**src/core/synth2_cfg_consts.svh**
```systemverilog
/*
  Offsets, reset values, field positions and widths for the second
  synthesizer spread and output configuration bank.
  Assumes byte addressing on the register port and byte-wide registers.
*/
`ifndef SYNTH2_CFG_CONSTS_SVH
`define SYNTH2_CFG_CONSTS_SVH

// register byte offsets
`define OFS_SYNTH2_SPREAD_STEP_LOW     8'h14
`define OFS_SYNTH2_SPREAD_DELTA        8'h15
`define OFS_SYNTH2_SPREAD_STEP_HIGH    8'h16
`define OFS_SYNTH2_SPREAD_PERIOD_LOW   8'h17
`define OFS_SYNTH2_LOOP_CONTROL        8'h18
`define OFS_SYNTH2_CHARGE_PUMP         8'h19
`define OFS_SYNTH2_REFERENCE_DIVIDER   8'h1A
`define OFS_OUTPUT_DIVIDER_THREE_FOUR  8'h1B
`define OFS_SYNTH_OPERATION_CONTROL    8'h1C
`define OFS_OUTPUT_CONTROL             8'h1D
`define BANK_FIRST_OFS                 8'h14
`define BANK_LAST_OFS                  8'h1D
`define BANK_NUM_REGS                  10
`define BANK_IDX_W                     4

// power-up values, listed from the first offset to the last
`define RST_SYNTH2_SPREAD_STEP_LOW     8'h00
`define RST_SYNTH2_SPREAD_DELTA        8'h00
`define RST_SYNTH2_SPREAD_STEP_HIGH    8'h00
`define RST_SYNTH2_SPREAD_PERIOD_LOW   8'h00
`define RST_SYNTH2_LOOP_CONTROL        8'h0E
`define RST_SYNTH2_CHARGE_PUMP         8'h14
`define RST_SYNTH2_REFERENCE_DIVIDER   8'h19
`define RST_OUTPUT_DIVIDER_THREE_FOUR  8'h43
`define RST_SYNTH_OPERATION_CONTROL    8'h3F
`define RST_OUTPUT_CONTROL             8'h33
`define RST_READ_DATA                  8'h00
`define UNMAPPED_READ_VALUE            8'h00

// loop control fields
`define POS_PERIOD_HIGH_MSB            7
`define POS_PERIOD_HIGH_LSB            6
`define POS_SPREAD_ENABLE              5
`define POS_FILTER_RES_100K            4
`define POS_FILTER_RES_50K             3
`define POS_FILTER_RES_25K             2
`define POS_FILTER_RES_12K5            1
`define POS_FILTER_RES_6K_ONLY         0

// charge pump fields
`define POS_PUMP_X16                   7
`define POS_PUMP_X8                    6
`define POS_PUMP_X4                    5
`define POS_PUMP_X2                    4
`define POS_PUMP_X1                    3
`define POS_PUMP_DIV24                 2
`define POS_PUMP_DIV3                  1
`define POS_REF_CURRENT_SEL            0

// reference divider fields
`define POS_REF_DOUBLER_EN             7
`define POS_REF_BYPASS_DIV1            6
`define POS_REF_BYPASS_SECOND_DIVIDER_OUTPUT            5
`define POS_REF_DIVIDE_MSB             4
`define POS_REF_DIVIDE_LSB             0
`define REF_DIVIDE_W                   5
`define REF_FIXED_DIV1                 5'h01
`define REF_FIXED_SECOND_DIVIDER_OUTPUT                 5'h02

// output divider fields
`define POS_THIRD_DIV_MSB              7
`define POS_THIRD_DIV_LSB              4
`define POS_FOURTH_DIV_MSB             3
`define POS_FOURTH_DIV_LSB             0

// operation control fields
`define POS_SPREAD_HIRES_EN            7
`define POS_REF_SOURCE_SEL             6
`define POS_SYNTH3_RUN                 5
`define POS_SYNTH3_LOCK_USE            4
`define POS_SYNTH2_RUN                 3
`define POS_SYNTH2_LOCK_USE            2
`define POS_SYNTH1_RUN                 1
`define POS_SYNTH1_LOCK_USE            0
`define HIRES_SHIFT                    4

// output control fields
`define POS_DIFF1_PIN_GATE             7
`define POS_DIFF2_PIN_GATE             6
`define POS_DIFF1_ENABLE               5
`define POS_DIFF2_ENABLE               4
`define POS_FOURTH_DIV_SOURCE          3
`define POS_SINGLE1_DRIVE              2
`define POS_BANK1_LEVEL_MSB            1
`define POS_BANK1_LEVEL_LSB            0

`endif

```
**src/core/synth2_cfg_pkg.sv**
```systemverilog
/*
  Types shared by the second synthesizer configuration bank.
  Assumes synth2_cfg_consts.svh supplies the numeric constants.
*/
package synth2_cfg_pkg;

  typedef logic [7:0] reg_byte_t;

  typedef enum logic [1:0] {
    BANK1_LEVEL_1V8 = 2'h3
  } bank1_level_e;

  typedef enum logic {
    REF_FROM_CRYSTAL = 1'b0,
    REF_FROM_SECOND_DIVIDER_OUTPUT    = 1'b1
  } ref_source_e;

  typedef enum logic {
    FOURTH_FROM_SYNTH2  = 1'b0,
    FOURTH_FROM_CRYSTAL = 1'b1
  } fourth_source_e;

endpackage

```
**src/core/synth2_spread_and_output_config_bank.sv**
```systemverilog
/*
  Byte-wide configuration bank at offsets 0x14 to 0x1D: second synthesizer
  spread, loop filter, charge pump and reference divider settings, power-down
  and lock controls of three synthesizers, output divider and output controls.
  Assumes the serial protocol engine outside presents decoded byte writes and
  reads on the register port, synchronous to core_clk_i.
*/
// Function
// - eight-bit read/write spread delta at 0x15, resets to zero
// - spread step bits 15..8 at 0x16, read/write, resets to zero
// - spread step bits 7..0 at 0x14, giving a sixteen-bit step
// - ten-bit spread period from 0x17 plus 0x18 bits 7..6 as top
// - 0x18 bit 5 enables spread modulation, off after reset
// - 0x18 bits 4..0 select loop-filter resistors, reset 01110
// - 0x19 bits 7..1 weight charge pump; x2 and /24 set at reset
// - 0x19 bit 0 picks 20 uA reference current, else 10 uA
// - 0x1A bits 4..0 give reference divide, reset value 25
// - 0x1A bit 7 enables reference doubler, off after reset
// - 0x1A bit 6 bypasses divider with /1, bit 5 with /2
// - 0x1B holds third divider (reset 0100) and fourth (reset 0011)
// - 0x1C bit 7 selects high-resolution spread, step shifted four bits
// - 0x1C bit 6 feeds synthesizer two from divider two, else crystal
// - 0x1C bits 5,3,1 zero power down synthesizers three, two, one
// - 0x1C bits 4,2,0 zero bypass lock of synthesizers three, two, one
// - 0x1D bits 7,6 put differential outputs under second gate pin
// - 0x1D bits 5,4 enable differential outputs one and two
// - 0x1D bit 3 clocks fourth divider from crystal, else synthesizer two
// - 0x1D bit 2 selects strong drive on single-ended output one
// - 0x1D bits 1..0 select bank one supply level, 11 is 1.8 V
`include "synth2_cfg_consts.svh"

module synth2_spread_and_output_config_bank (
  input  wire logic        core_clk_i,                 // bank clock, 125 MHz
  input  wire logic        reset_i,                    // async reset, active high
  input  wire logic        reg_wr_i,                   // byte write strobe
  input  wire logic        reg_rd_i,                   // byte read strobe
  input  wire logic [7:0]  reg_addr_i,                 // register byte offset
  input  wire logic [7:0]  reg_wdata_i,                // write data
  input  wire logic        second_output_gate_pin_i,   // second output-enable pin
  output logic      [7:0]  reg_rdata_o,                // read data, held
  output logic             reg_rvalid_o,               // read data valid pulse
  output logic             reg_hit_o,                  // last access was mapped
  output logic      [15:0] synth2_spread_step_o,       // raw sixteen-bit step
  output logic      [19:0] synth2_spread_step_eff_o,   // step after resolution shift
  output logic      [7:0]  synth2_spread_delta_o,      // step delta
  output logic      [9:0]  synth2_spread_period_o,     // spread period
  output logic             synth2_spread_enable_o,     // spread modulation on
  output logic             synth2_spread_active_o,     // spread on and synth running
  output logic             synth2_spread_hires_en_o,   // high-resolution spread
  output logic             synth2_filter_res_100k_o,   // add 100k resistor
  output logic             synth2_filter_res_50k_o,    // add 50k resistor
  output logic             synth2_filter_res_25k_o,    // add 25k resistor
  output logic             synth2_filter_res_12k5_o,   // add 12.5k resistor
  output logic             synth2_filter_res_6k_only_o, // 6k resistor only
  output logic      [6:0]  synth2_pump_weight_o,       // x16,x8,x4,x2,x1,/24,/3
  output logic             synth2_ref_current_sel_o,   // 1: 20 uA, 0: 10 uA
  output logic             synth2_ref_doubler_en_o,    // reference doubler on
  output logic             synth2_ref_bypass_div1_o,   // fixed /1 path
  output logic             synth2_ref_bypass_second_divider_output_o,   // fixed /2 path
  output logic      [4:0]  synth2_ref_divide_value_o,  // programmable divide
  output logic      [4:0]  synth2_ref_divide_eff_o,    // divide actually applied
  output logic      [3:0]  third_out_divider_o,        // third divider control
  output logic      [3:0]  fourth_out_divider_o,       // fourth divider control
  output logic             synth2_ref_source_sel_o,    // 0 crystal, 1 divider two
  output logic      [2:0]  synth_run_o,                // run bits, synth 3..1
  output logic      [2:0]  synth_lock_use_o,           // lock bits, synth 3..1
  output logic             diff_out1_pin_gate_o,       // out1 under gate pin
  output logic             diff_out2_pin_gate_o,       // out2 under gate pin
  output logic             diff_out1_enable_o,         // out1 enable bit
  output logic             diff_out2_enable_o,         // out2 enable bit
  output logic             diff_out1_active_o,         // out1 driving now
  output logic             diff_out2_active_o,         // out2 driving now
  output logic             fourth_divider_source_o,    // 0 synth two, 1 crystal
  output logic             single_out1_drive_o,        // strong drive
  output logic      [1:0]  bank1_supply_level_o        // bank one level code
);

  ////////////////////////////////////////////////////////////////////////////
  // storage and decode

  localparam synth2_cfg_pkg::reg_byte_t RST_VAL [`BANK_NUM_REGS] = '{
    `RST_SYNTH2_SPREAD_STEP_LOW,
    `RST_SYNTH2_SPREAD_DELTA,
    `RST_SYNTH2_SPREAD_STEP_HIGH,
    `RST_SYNTH2_SPREAD_PERIOD_LOW,
    `RST_SYNTH2_LOOP_CONTROL,
    `RST_SYNTH2_CHARGE_PUMP,
    `RST_SYNTH2_REFERENCE_DIVIDER,
    `RST_OUTPUT_DIVIDER_THREE_FOUR,
    `RST_SYNTH_OPERATION_CONTROL,
    `RST_OUTPUT_CONTROL
  };

  synth2_cfg_pkg::reg_byte_t regs_r [`BANK_NUM_REGS];

  wire logic                   addr_hit;
  wire logic [7:0]             addr_rel;
  wire logic [`BANK_IDX_W-1:0] addr_idx;
  wire logic [7:0]             rdata_nxt;

  assign addr_hit = (reg_addr_i >= `BANK_FIRST_OFS) && (reg_addr_i <= `BANK_LAST_OFS);
  assign addr_rel = reg_addr_i - `BANK_FIRST_OFS;
  assign addr_idx = addr_rel[`BANK_IDX_W-1:0];
  assign rdata_nxt = addr_hit ? regs_r[addr_idx] : `UNMAPPED_READ_VALUE;

  // one byte register per mapped offset; unmapped writes are dropped
  genvar gi;
  generate
    for (gi = 0; gi < `BANK_NUM_REGS; gi++)
    begin : g_reg
      wire logic wr_sel;
      assign wr_sel = reg_wr_i && addr_hit && (addr_idx == (`BANK_IDX_W)'(gi));
      always_ff @(posedge core_clk_i or posedge reset_i)
      begin
        if (reset_i)
          regs_r[gi] <= RST_VAL[gi];
        else if (wr_sel)
          regs_r[gi] <= reg_wdata_i;
      end
    end
  endgenerate

  ////////////////////////////////////////////////////////////////////////////
  // read port

  always_ff @(posedge core_clk_i or posedge reset_i)
  begin
    if (reset_i)
    begin
      reg_rdata_o  <= `RST_READ_DATA;
      reg_rvalid_o <= 1'b0;
      reg_hit_o    <= 1'b0;
    end
    else
    begin
      reg_rvalid_o <= reg_rd_i;
      if (reg_rd_i)
        reg_rdata_o <= rdata_nxt;
      if (reg_rd_i || reg_wr_i)
        reg_hit_o <= addr_hit;
    end
  end

  ////////////////////////////////////////////////////////////////////////////
  // field views

  wire synth2_cfg_pkg::reg_byte_t step_lo;
  wire synth2_cfg_pkg::reg_byte_t delta;
  wire synth2_cfg_pkg::reg_byte_t step_hi;
  wire synth2_cfg_pkg::reg_byte_t period_lo;
  wire synth2_cfg_pkg::reg_byte_t loop_ctl;
  wire synth2_cfg_pkg::reg_byte_t pump_ctl;
  wire synth2_cfg_pkg::reg_byte_t refdiv_ctl;
  wire synth2_cfg_pkg::reg_byte_t outdiv_ctl;
  wire synth2_cfg_pkg::reg_byte_t oper_ctl;
  wire synth2_cfg_pkg::reg_byte_t out_ctl;

  assign step_lo    = regs_r[0];
  assign delta      = regs_r[1];
  assign step_hi    = regs_r[2];
  assign period_lo  = regs_r[3];
  assign loop_ctl   = regs_r[4];
  assign pump_ctl   = regs_r[5];
  assign refdiv_ctl = regs_r[6];
  assign outdiv_ctl = regs_r[7];
  assign oper_ctl   = regs_r[8];
  assign out_ctl    = regs_r[9];

  wire logic [15:0] step_full;
  wire logic [9:0]  period_full;
  wire logic [19:0] step_eff_nxt;
  wire logic [4:0]  ref_div_nxt;
  wire logic        hires;
  wire logic        spread_active_nxt;
  wire logic        diff1_active_nxt;
  wire logic        diff2_active_nxt;

  assign step_full   = {step_hi, step_lo};
  assign period_full = {loop_ctl[`POS_PERIOD_HIGH_MSB:`POS_PERIOD_HIGH_LSB],
                        period_lo};
  assign hires       = oper_ctl[`POS_SPREAD_HIRES_EN];
  // high resolution moves the step up by four bits
  assign step_eff_nxt = hires ? {step_full, {`HIRES_SHIFT{1'b0}}}
                              : {{`HIRES_SHIFT{1'b0}}, step_full};
  // fixed /1 path takes priority over fixed /2, then the programmed value
  assign ref_div_nxt = refdiv_ctl[`POS_REF_BYPASS_DIV1] ? `REF_FIXED_DIV1 :
                       refdiv_ctl[`POS_REF_BYPASS_SECOND_DIVIDER_OUTPUT] ? `REF_FIXED_SECOND_DIVIDER_OUTPUT :
                       refdiv_ctl[`POS_REF_DIVIDE_MSB:`POS_REF_DIVIDE_LSB];
  // spread only modulates a running synthesizer
  assign spread_active_nxt = loop_ctl[`POS_SPREAD_ENABLE]
                             && oper_ctl[`POS_SYNTH2_RUN];
  // a gated output follows the pin; an ungated one follows its enable only
  assign diff1_active_nxt = out_ctl[`POS_DIFF1_ENABLE]
                            && (!out_ctl[`POS_DIFF1_PIN_GATE]
                                || second_output_gate_pin_i);
  assign diff2_active_nxt = out_ctl[`POS_DIFF2_ENABLE]
                            && (!out_ctl[`POS_DIFF2_PIN_GATE]
                                || second_output_gate_pin_i);

  ////////////////////////////////////////////////////////////////////////////
  // plain field outputs, straight from the bank flops

  assign synth2_spread_step_o        = step_full;
  assign synth2_spread_delta_o       = delta;
  assign synth2_spread_period_o      = period_full;
  assign synth2_spread_enable_o      = loop_ctl[`POS_SPREAD_ENABLE];
  assign synth2_spread_hires_en_o    = hires;
  assign synth2_filter_res_100k_o    = loop_ctl[`POS_FILTER_RES_100K];
  assign synth2_filter_res_50k_o     = loop_ctl[`POS_FILTER_RES_50K];
  assign synth2_filter_res_25k_o     = loop_ctl[`POS_FILTER_RES_25K];
  assign synth2_filter_res_12k5_o    = loop_ctl[`POS_FILTER_RES_12K5];
  assign synth2_filter_res_6k_only_o = loop_ctl[`POS_FILTER_RES_6K_ONLY];
  assign synth2_pump_weight_o        = pump_ctl[`POS_PUMP_X16:`POS_PUMP_DIV3];
  assign synth2_ref_current_sel_o    = pump_ctl[`POS_REF_CURRENT_SEL];
  assign synth2_ref_doubler_en_o     = refdiv_ctl[`POS_REF_DOUBLER_EN];
  assign synth2_ref_bypass_div1_o    = refdiv_ctl[`POS_REF_BYPASS_DIV1];
  assign synth2_ref_bypass_second_divider_output_o    = refdiv_ctl[`POS_REF_BYPASS_SECOND_DIVIDER_OUTPUT];
  assign synth2_ref_divide_value_o   =
    refdiv_ctl[`POS_REF_DIVIDE_MSB:`POS_REF_DIVIDE_LSB];
  assign third_out_divider_o  = outdiv_ctl[`POS_THIRD_DIV_MSB:`POS_THIRD_DIV_LSB];
  assign fourth_out_divider_o = outdiv_ctl[`POS_FOURTH_DIV_MSB:`POS_FOURTH_DIV_LSB];
  assign synth2_ref_source_sel_o = oper_ctl[`POS_REF_SOURCE_SEL];
  assign synth_run_o      = {oper_ctl[`POS_SYNTH3_RUN],
                             oper_ctl[`POS_SYNTH2_RUN],
                             oper_ctl[`POS_SYNTH1_RUN]};
  assign synth_lock_use_o = {oper_ctl[`POS_SYNTH3_LOCK_USE],
                             oper_ctl[`POS_SYNTH2_LOCK_USE],
                             oper_ctl[`POS_SYNTH1_LOCK_USE]};
  assign diff_out1_pin_gate_o    = out_ctl[`POS_DIFF1_PIN_GATE];
  assign diff_out2_pin_gate_o    = out_ctl[`POS_DIFF2_PIN_GATE];
  assign diff_out1_enable_o      = out_ctl[`POS_DIFF1_ENABLE];
  assign diff_out2_enable_o      = out_ctl[`POS_DIFF2_ENABLE];
  assign fourth_divider_source_o = out_ctl[`POS_FOURTH_DIV_SOURCE];
  assign single_out1_drive_o     = out_ctl[`POS_SINGLE1_DRIVE];
  assign bank1_supply_level_o    =
    out_ctl[`POS_BANK1_LEVEL_MSB:`POS_BANK1_LEVEL_LSB];

  ////////////////////////////////////////////////////////////////////////////
  // derived outputs, registered one cycle after the bank

  always_ff @(posedge core_clk_i or posedge reset_i)
  begin
    if (reset_i)
    begin
      synth2_spread_step_eff_o <= 20'h00000;
      synth2_ref_divide_eff_o  <= 5'h19;
      synth2_spread_active_o   <= 1'b0;
      diff_out1_active_o       <= 1'b0;
      diff_out2_active_o       <= 1'b0;
    end
    else
    begin
      synth2_spread_step_eff_o <= step_eff_nxt;
      synth2_ref_divide_eff_o  <= ref_div_nxt;
      synth2_spread_active_o   <= spread_active_nxt;
      diff_out1_active_o       <= diff1_active_nxt;
      diff_out2_active_o       <= diff2_active_nxt;
    end
  end

endmodule

```
**config.mk**
```make
export PLATFORM = sky130hd
export DESIGN_NAME = synth2_spread_and_output_config_bank
export DESIGN_NICKNAME = d
export VERILOG_FILES = /design/src/core/synth2_cfg_pkg.sv /design/src/core/synth2_spread_and_output_config_bank.sv
export VERILOG_INCLUDE_DIRS = /design/src /design/src/core
export SDC_FILE = /design/constraint.sdc
export NUM_CORES = 1
export LEC_CHECK = 0
export ABC_AREA = 1
export BUFFER_PORTS_ARGS = -buffer_cell sky130_fd_sc_hd__buf_2
export CAP_MARGIN = 20
export CORE_MARGIN = 1
export CORE_UTILIZATION = 45
export CTS_BUF_LIST = sky130_fd_sc_hd__clkbuf_2 sky130_fd_sc_hd__clkbuf_4 sky130_fd_sc_hd__clkbuf_8
export DETAILED_ROUTE_END_ITERATION = 12
export PLACE_DENSITY = 0.72
export SETUP_SLACK_MARGIN = 0.5
export SYNTH_ARGS = -nofsm -noshare
export SYNTH_HDL_FRONTEND = slang
export SYNTH_SLANG_ARGS = --single-unit
```
**constraint.sdc**
```tcl
create_clock -name core_clk_i -period 4 [get_ports core_clk_i]
set_clock_uncertainty 0.1 [all_clocks]
set_input_delay 0.4 -clock core_clk_i [delete_from_list [all_inputs] [get_ports core_clk_i]]
set_output_delay 0.4 -clock core_clk_i [all_outputs]
set_load 0.1 [all_outputs]
```
==> results.cfg <==
[run_status]
status = finished clean

[floorplanning]
core_area_um2 = 12600
rows = 41
die_y_um = 115
io_pins = 139
die-width_um = 115
dieArea_um2 = 13300
initial_utilization_pct = 46.0

[clocking]
ctsHoldBuffers = 0
insertion_delay_ns = 0.45
cts_buffers = 17
h-tree-depth = 4
cts_tree = yes
clockRootBuffer = clkbuf_8
clkSlewWorstSetupHoldPaths_ns = 0.07
ctsResizeCount = 0
clk_path_buf_depth = 2
postCtsSetupBuffers = 0
cts.sinks = 118

[synth]
syn_inst = 772
syn-cell-area_um2 = 5790
synth_largest_area_cell = dfrtp_1
synth_cell_types = 21
syn_area_per_cell_um2 = 7.50
yosys_warnings = 0
ys_seq_area_share_pct = 51.5
synth_seq_cells = 118
yosysTopAreaCellShare_pct = 40.6
synth_nets = 797
synth_area_leaders = dfrtp_1 41%, nand2_1 22%, dfstp_2 11%

[setup_path]
reg2reg_slack_ns = 2.64
cp-startpoint = reg_addr_i[2]
path_max_fanout = 54
reg2reg_depth = 8
crit_path_start_kind = primary input
r2r_start = refdiv_ctl[5]$_DFFE_PP0P_
end_kind = flop
r2r_end = reg_rdata_o[5]$_DFFE_PP0P_
crit_end = outdiv_ctl[5]$_DFFE_PP0P_
worst-setup-path-type = primary input to flop
cp.required_ns = 4.23
crit_arrival_ns = 2.32

[detailed_routing]
routedWlPerCell_um = 14.7
drt-pass1-iter-count = 6
finalWirelength_mm = 16.0
drc_errors = 0
vias = 5282
drtIter0Drc = 385
final_antenna_net_count = 0
avgViaCountPerCell = 4.87

[placement]
place_congestion = 0.889
dpl-instance-area_um2 = 6590
pre_cts_ws_ns = 1.47
place.detailed.hpwl_mm = 11.3
numPortBuffers = 138

[layout]
antenna_cells = 0
fin_area_um2 = 7030
area_growth_pct = 21.5
nNetsFinal = 924
utilization_pct = 55.9
drive_gt1_share_pct = 24.3

[timing]
fin_setup_tns_ns = 0
setup_viol = 0
drv_slew = 0
fin_crit_sh_pct = 52.2
worst_slack_ns = 1.91
worst_pin_slew_ns = 0.856
timing.slew.headroom_pct = 42.8
fmax_ghz = 0.479
hold_ws_ns = 0.0125
hold_viol = 0
rsz0062_at_grt = false
period_minus_slack_ns = 2.09

[flow_run]
maxCapViolCount = 0

[pwr]
ir_worst_vdd_mv = 0.248
p_sw_uw = 994
p_sw_share_pct = 32.8
power.clock.fraction_pct = 39.0
p_seq_share_pct = 42.0
cellPowerDensity_nw_per_um2 = 431
p_int_uw = 2040
combPwrFrac_pct = 19.0
p_leak_uw = 0.00425

[global_routing]
track_usage_pct = 25.7
grt_pass1_vias = 4943
gr-total-overflow = 0
grt_max_degree = 55
grt_pass1_wl_mm = 25.6
antenna_found_initial = 0

[hold_path]
min-delay-path-class = primary input to asynchronous set/reset pin
layout by cell type, fill, tap and decap left out, drive strengths merged:
master,count
clkinv,4
a21oi,6
nor2,29
a21boi,2
or2,1
clkbuf,24
clkinvlp,3
bufinv,3
buf,144
nand2,355
dfstp,24
dfrtp,94
o21ai,18
nand3,114
inv,84
ha,4
nor3,3
critical path, stage by stage:
cell and delay, ns:
buf_2 0.26, inv_1 0.25, ha_1 0.25, nand2_1 0.08
nand2_1 0.10, nor2_4 0.10, buf_4 0.50, nand2_4 0.16
nand2_1 0.11, nand2_1 0.06
registers in the layout, summed over array words and instances (netlist names), 5 cells and up:
signal                    count
loop_ctl                      8
oper_ctl                      8
out_ctl                       8
outdiv_ctl                    8
period_lo                     8
pump_ctl                      8
refdiv_ctl                    8
reg_rdata_o                   8
step_hi                       8
step_lo                       8
synth2_ref_divide_eff_o       5
synth2_spread_delta_o         8
synth2_spread_step_eff_o     20
cells in the mapped netlist, drive strengths merged:
master,n
a21oi,6
o21ai,18
nand2,355
clkbuf,20
nand3,114
nor3,3
ha,4
nor2,29
dfstp,24
clkinv,1
a21boi,2
or2,1
buf,16
dfrtp,94
inv,85
per-stage QoR:
stage | total power [uW] | instances
2_1_floorplan | 1760 | 772
3_5_place_dp | 1870 | 1052
6_report | 3030 | 1084
4_1_cts | 3040 | 1084
5_1_grt | 3140 | 1084
3_3_place_gp | 1870 | 1052
area by class of cell:
type,instances,area (um2)
clock buffers,24,318
clock inverters,8,120
repair buffers,144,748
fillers,1226,5540
well taps,172,215
flip-flops and latches,118,2980
multi-input cells,532,2320
inverters,86,327
metal layers:
layer	global-route usage [%]	vias up	wire length (um)
met5	0	-	0
met4	11.0	0	422
met3	5.17	34	940
met2	41.3	206	7610
met1	33.7	2417	6990
li1	-	2625	-
worst min-delay path by stage:
stage | slack [ns] | depth (start not counted) | endpoint | startpoint
after CTS | 0.009 | 1 | reg_rvalid_o$_DFF_PP0_ | reg_rd_i
after global routing | 0.02 | 1 | reg_rvalid_o$_DFF_PP0_ | reg_rd_i
after global placement | 0.36 | 2 | refdiv_ctl[0]$_DFFE_PP1P_ | refdiv_ctl[0]$_DFFE_PP1P_
after detailed placement | 0.36 | 2 | reg_rdata_o[0]$_DFFE_PP0P_ | reg_rdata_o[0]$_DFFE_PP0P_
after floorplan | 0.33 | 0 | reg_rvalid_o$_DFF_PP0_ | reg_rd_i
final | 0.01 | 2 | synth2_spread_step_eff_o[14]$_DFF_PP0_ | reset_i
cell families (layout without fill, tap and decap cells):
kind of cell             Yosys count  count (layout)  synth area share (%)
buffers and inverters            122             262                  8.35
flip-flops                       118             118                  51.5
AND/OR/NAND/NOR                  502             502                  36.9
AO/OA/AOI/OAI                     26              26                  2.34
adder cells (fa/ha/maj)            4               4                 0.865
power by group through the flow:
stage | combinational (uW) | sequential (uW) | clock (uW)
finish | 575 | 1280 | 1180
CTS | 578 | 1280 | 1190
detailed placement | 577 | 1300 | 0
global route | 613 | 1280 | 1240
global placement | 572 | 1300 | 0
floorplan | 159 | 1600 | 0
No activity file was read; power rests on OpenSTA's default activity.
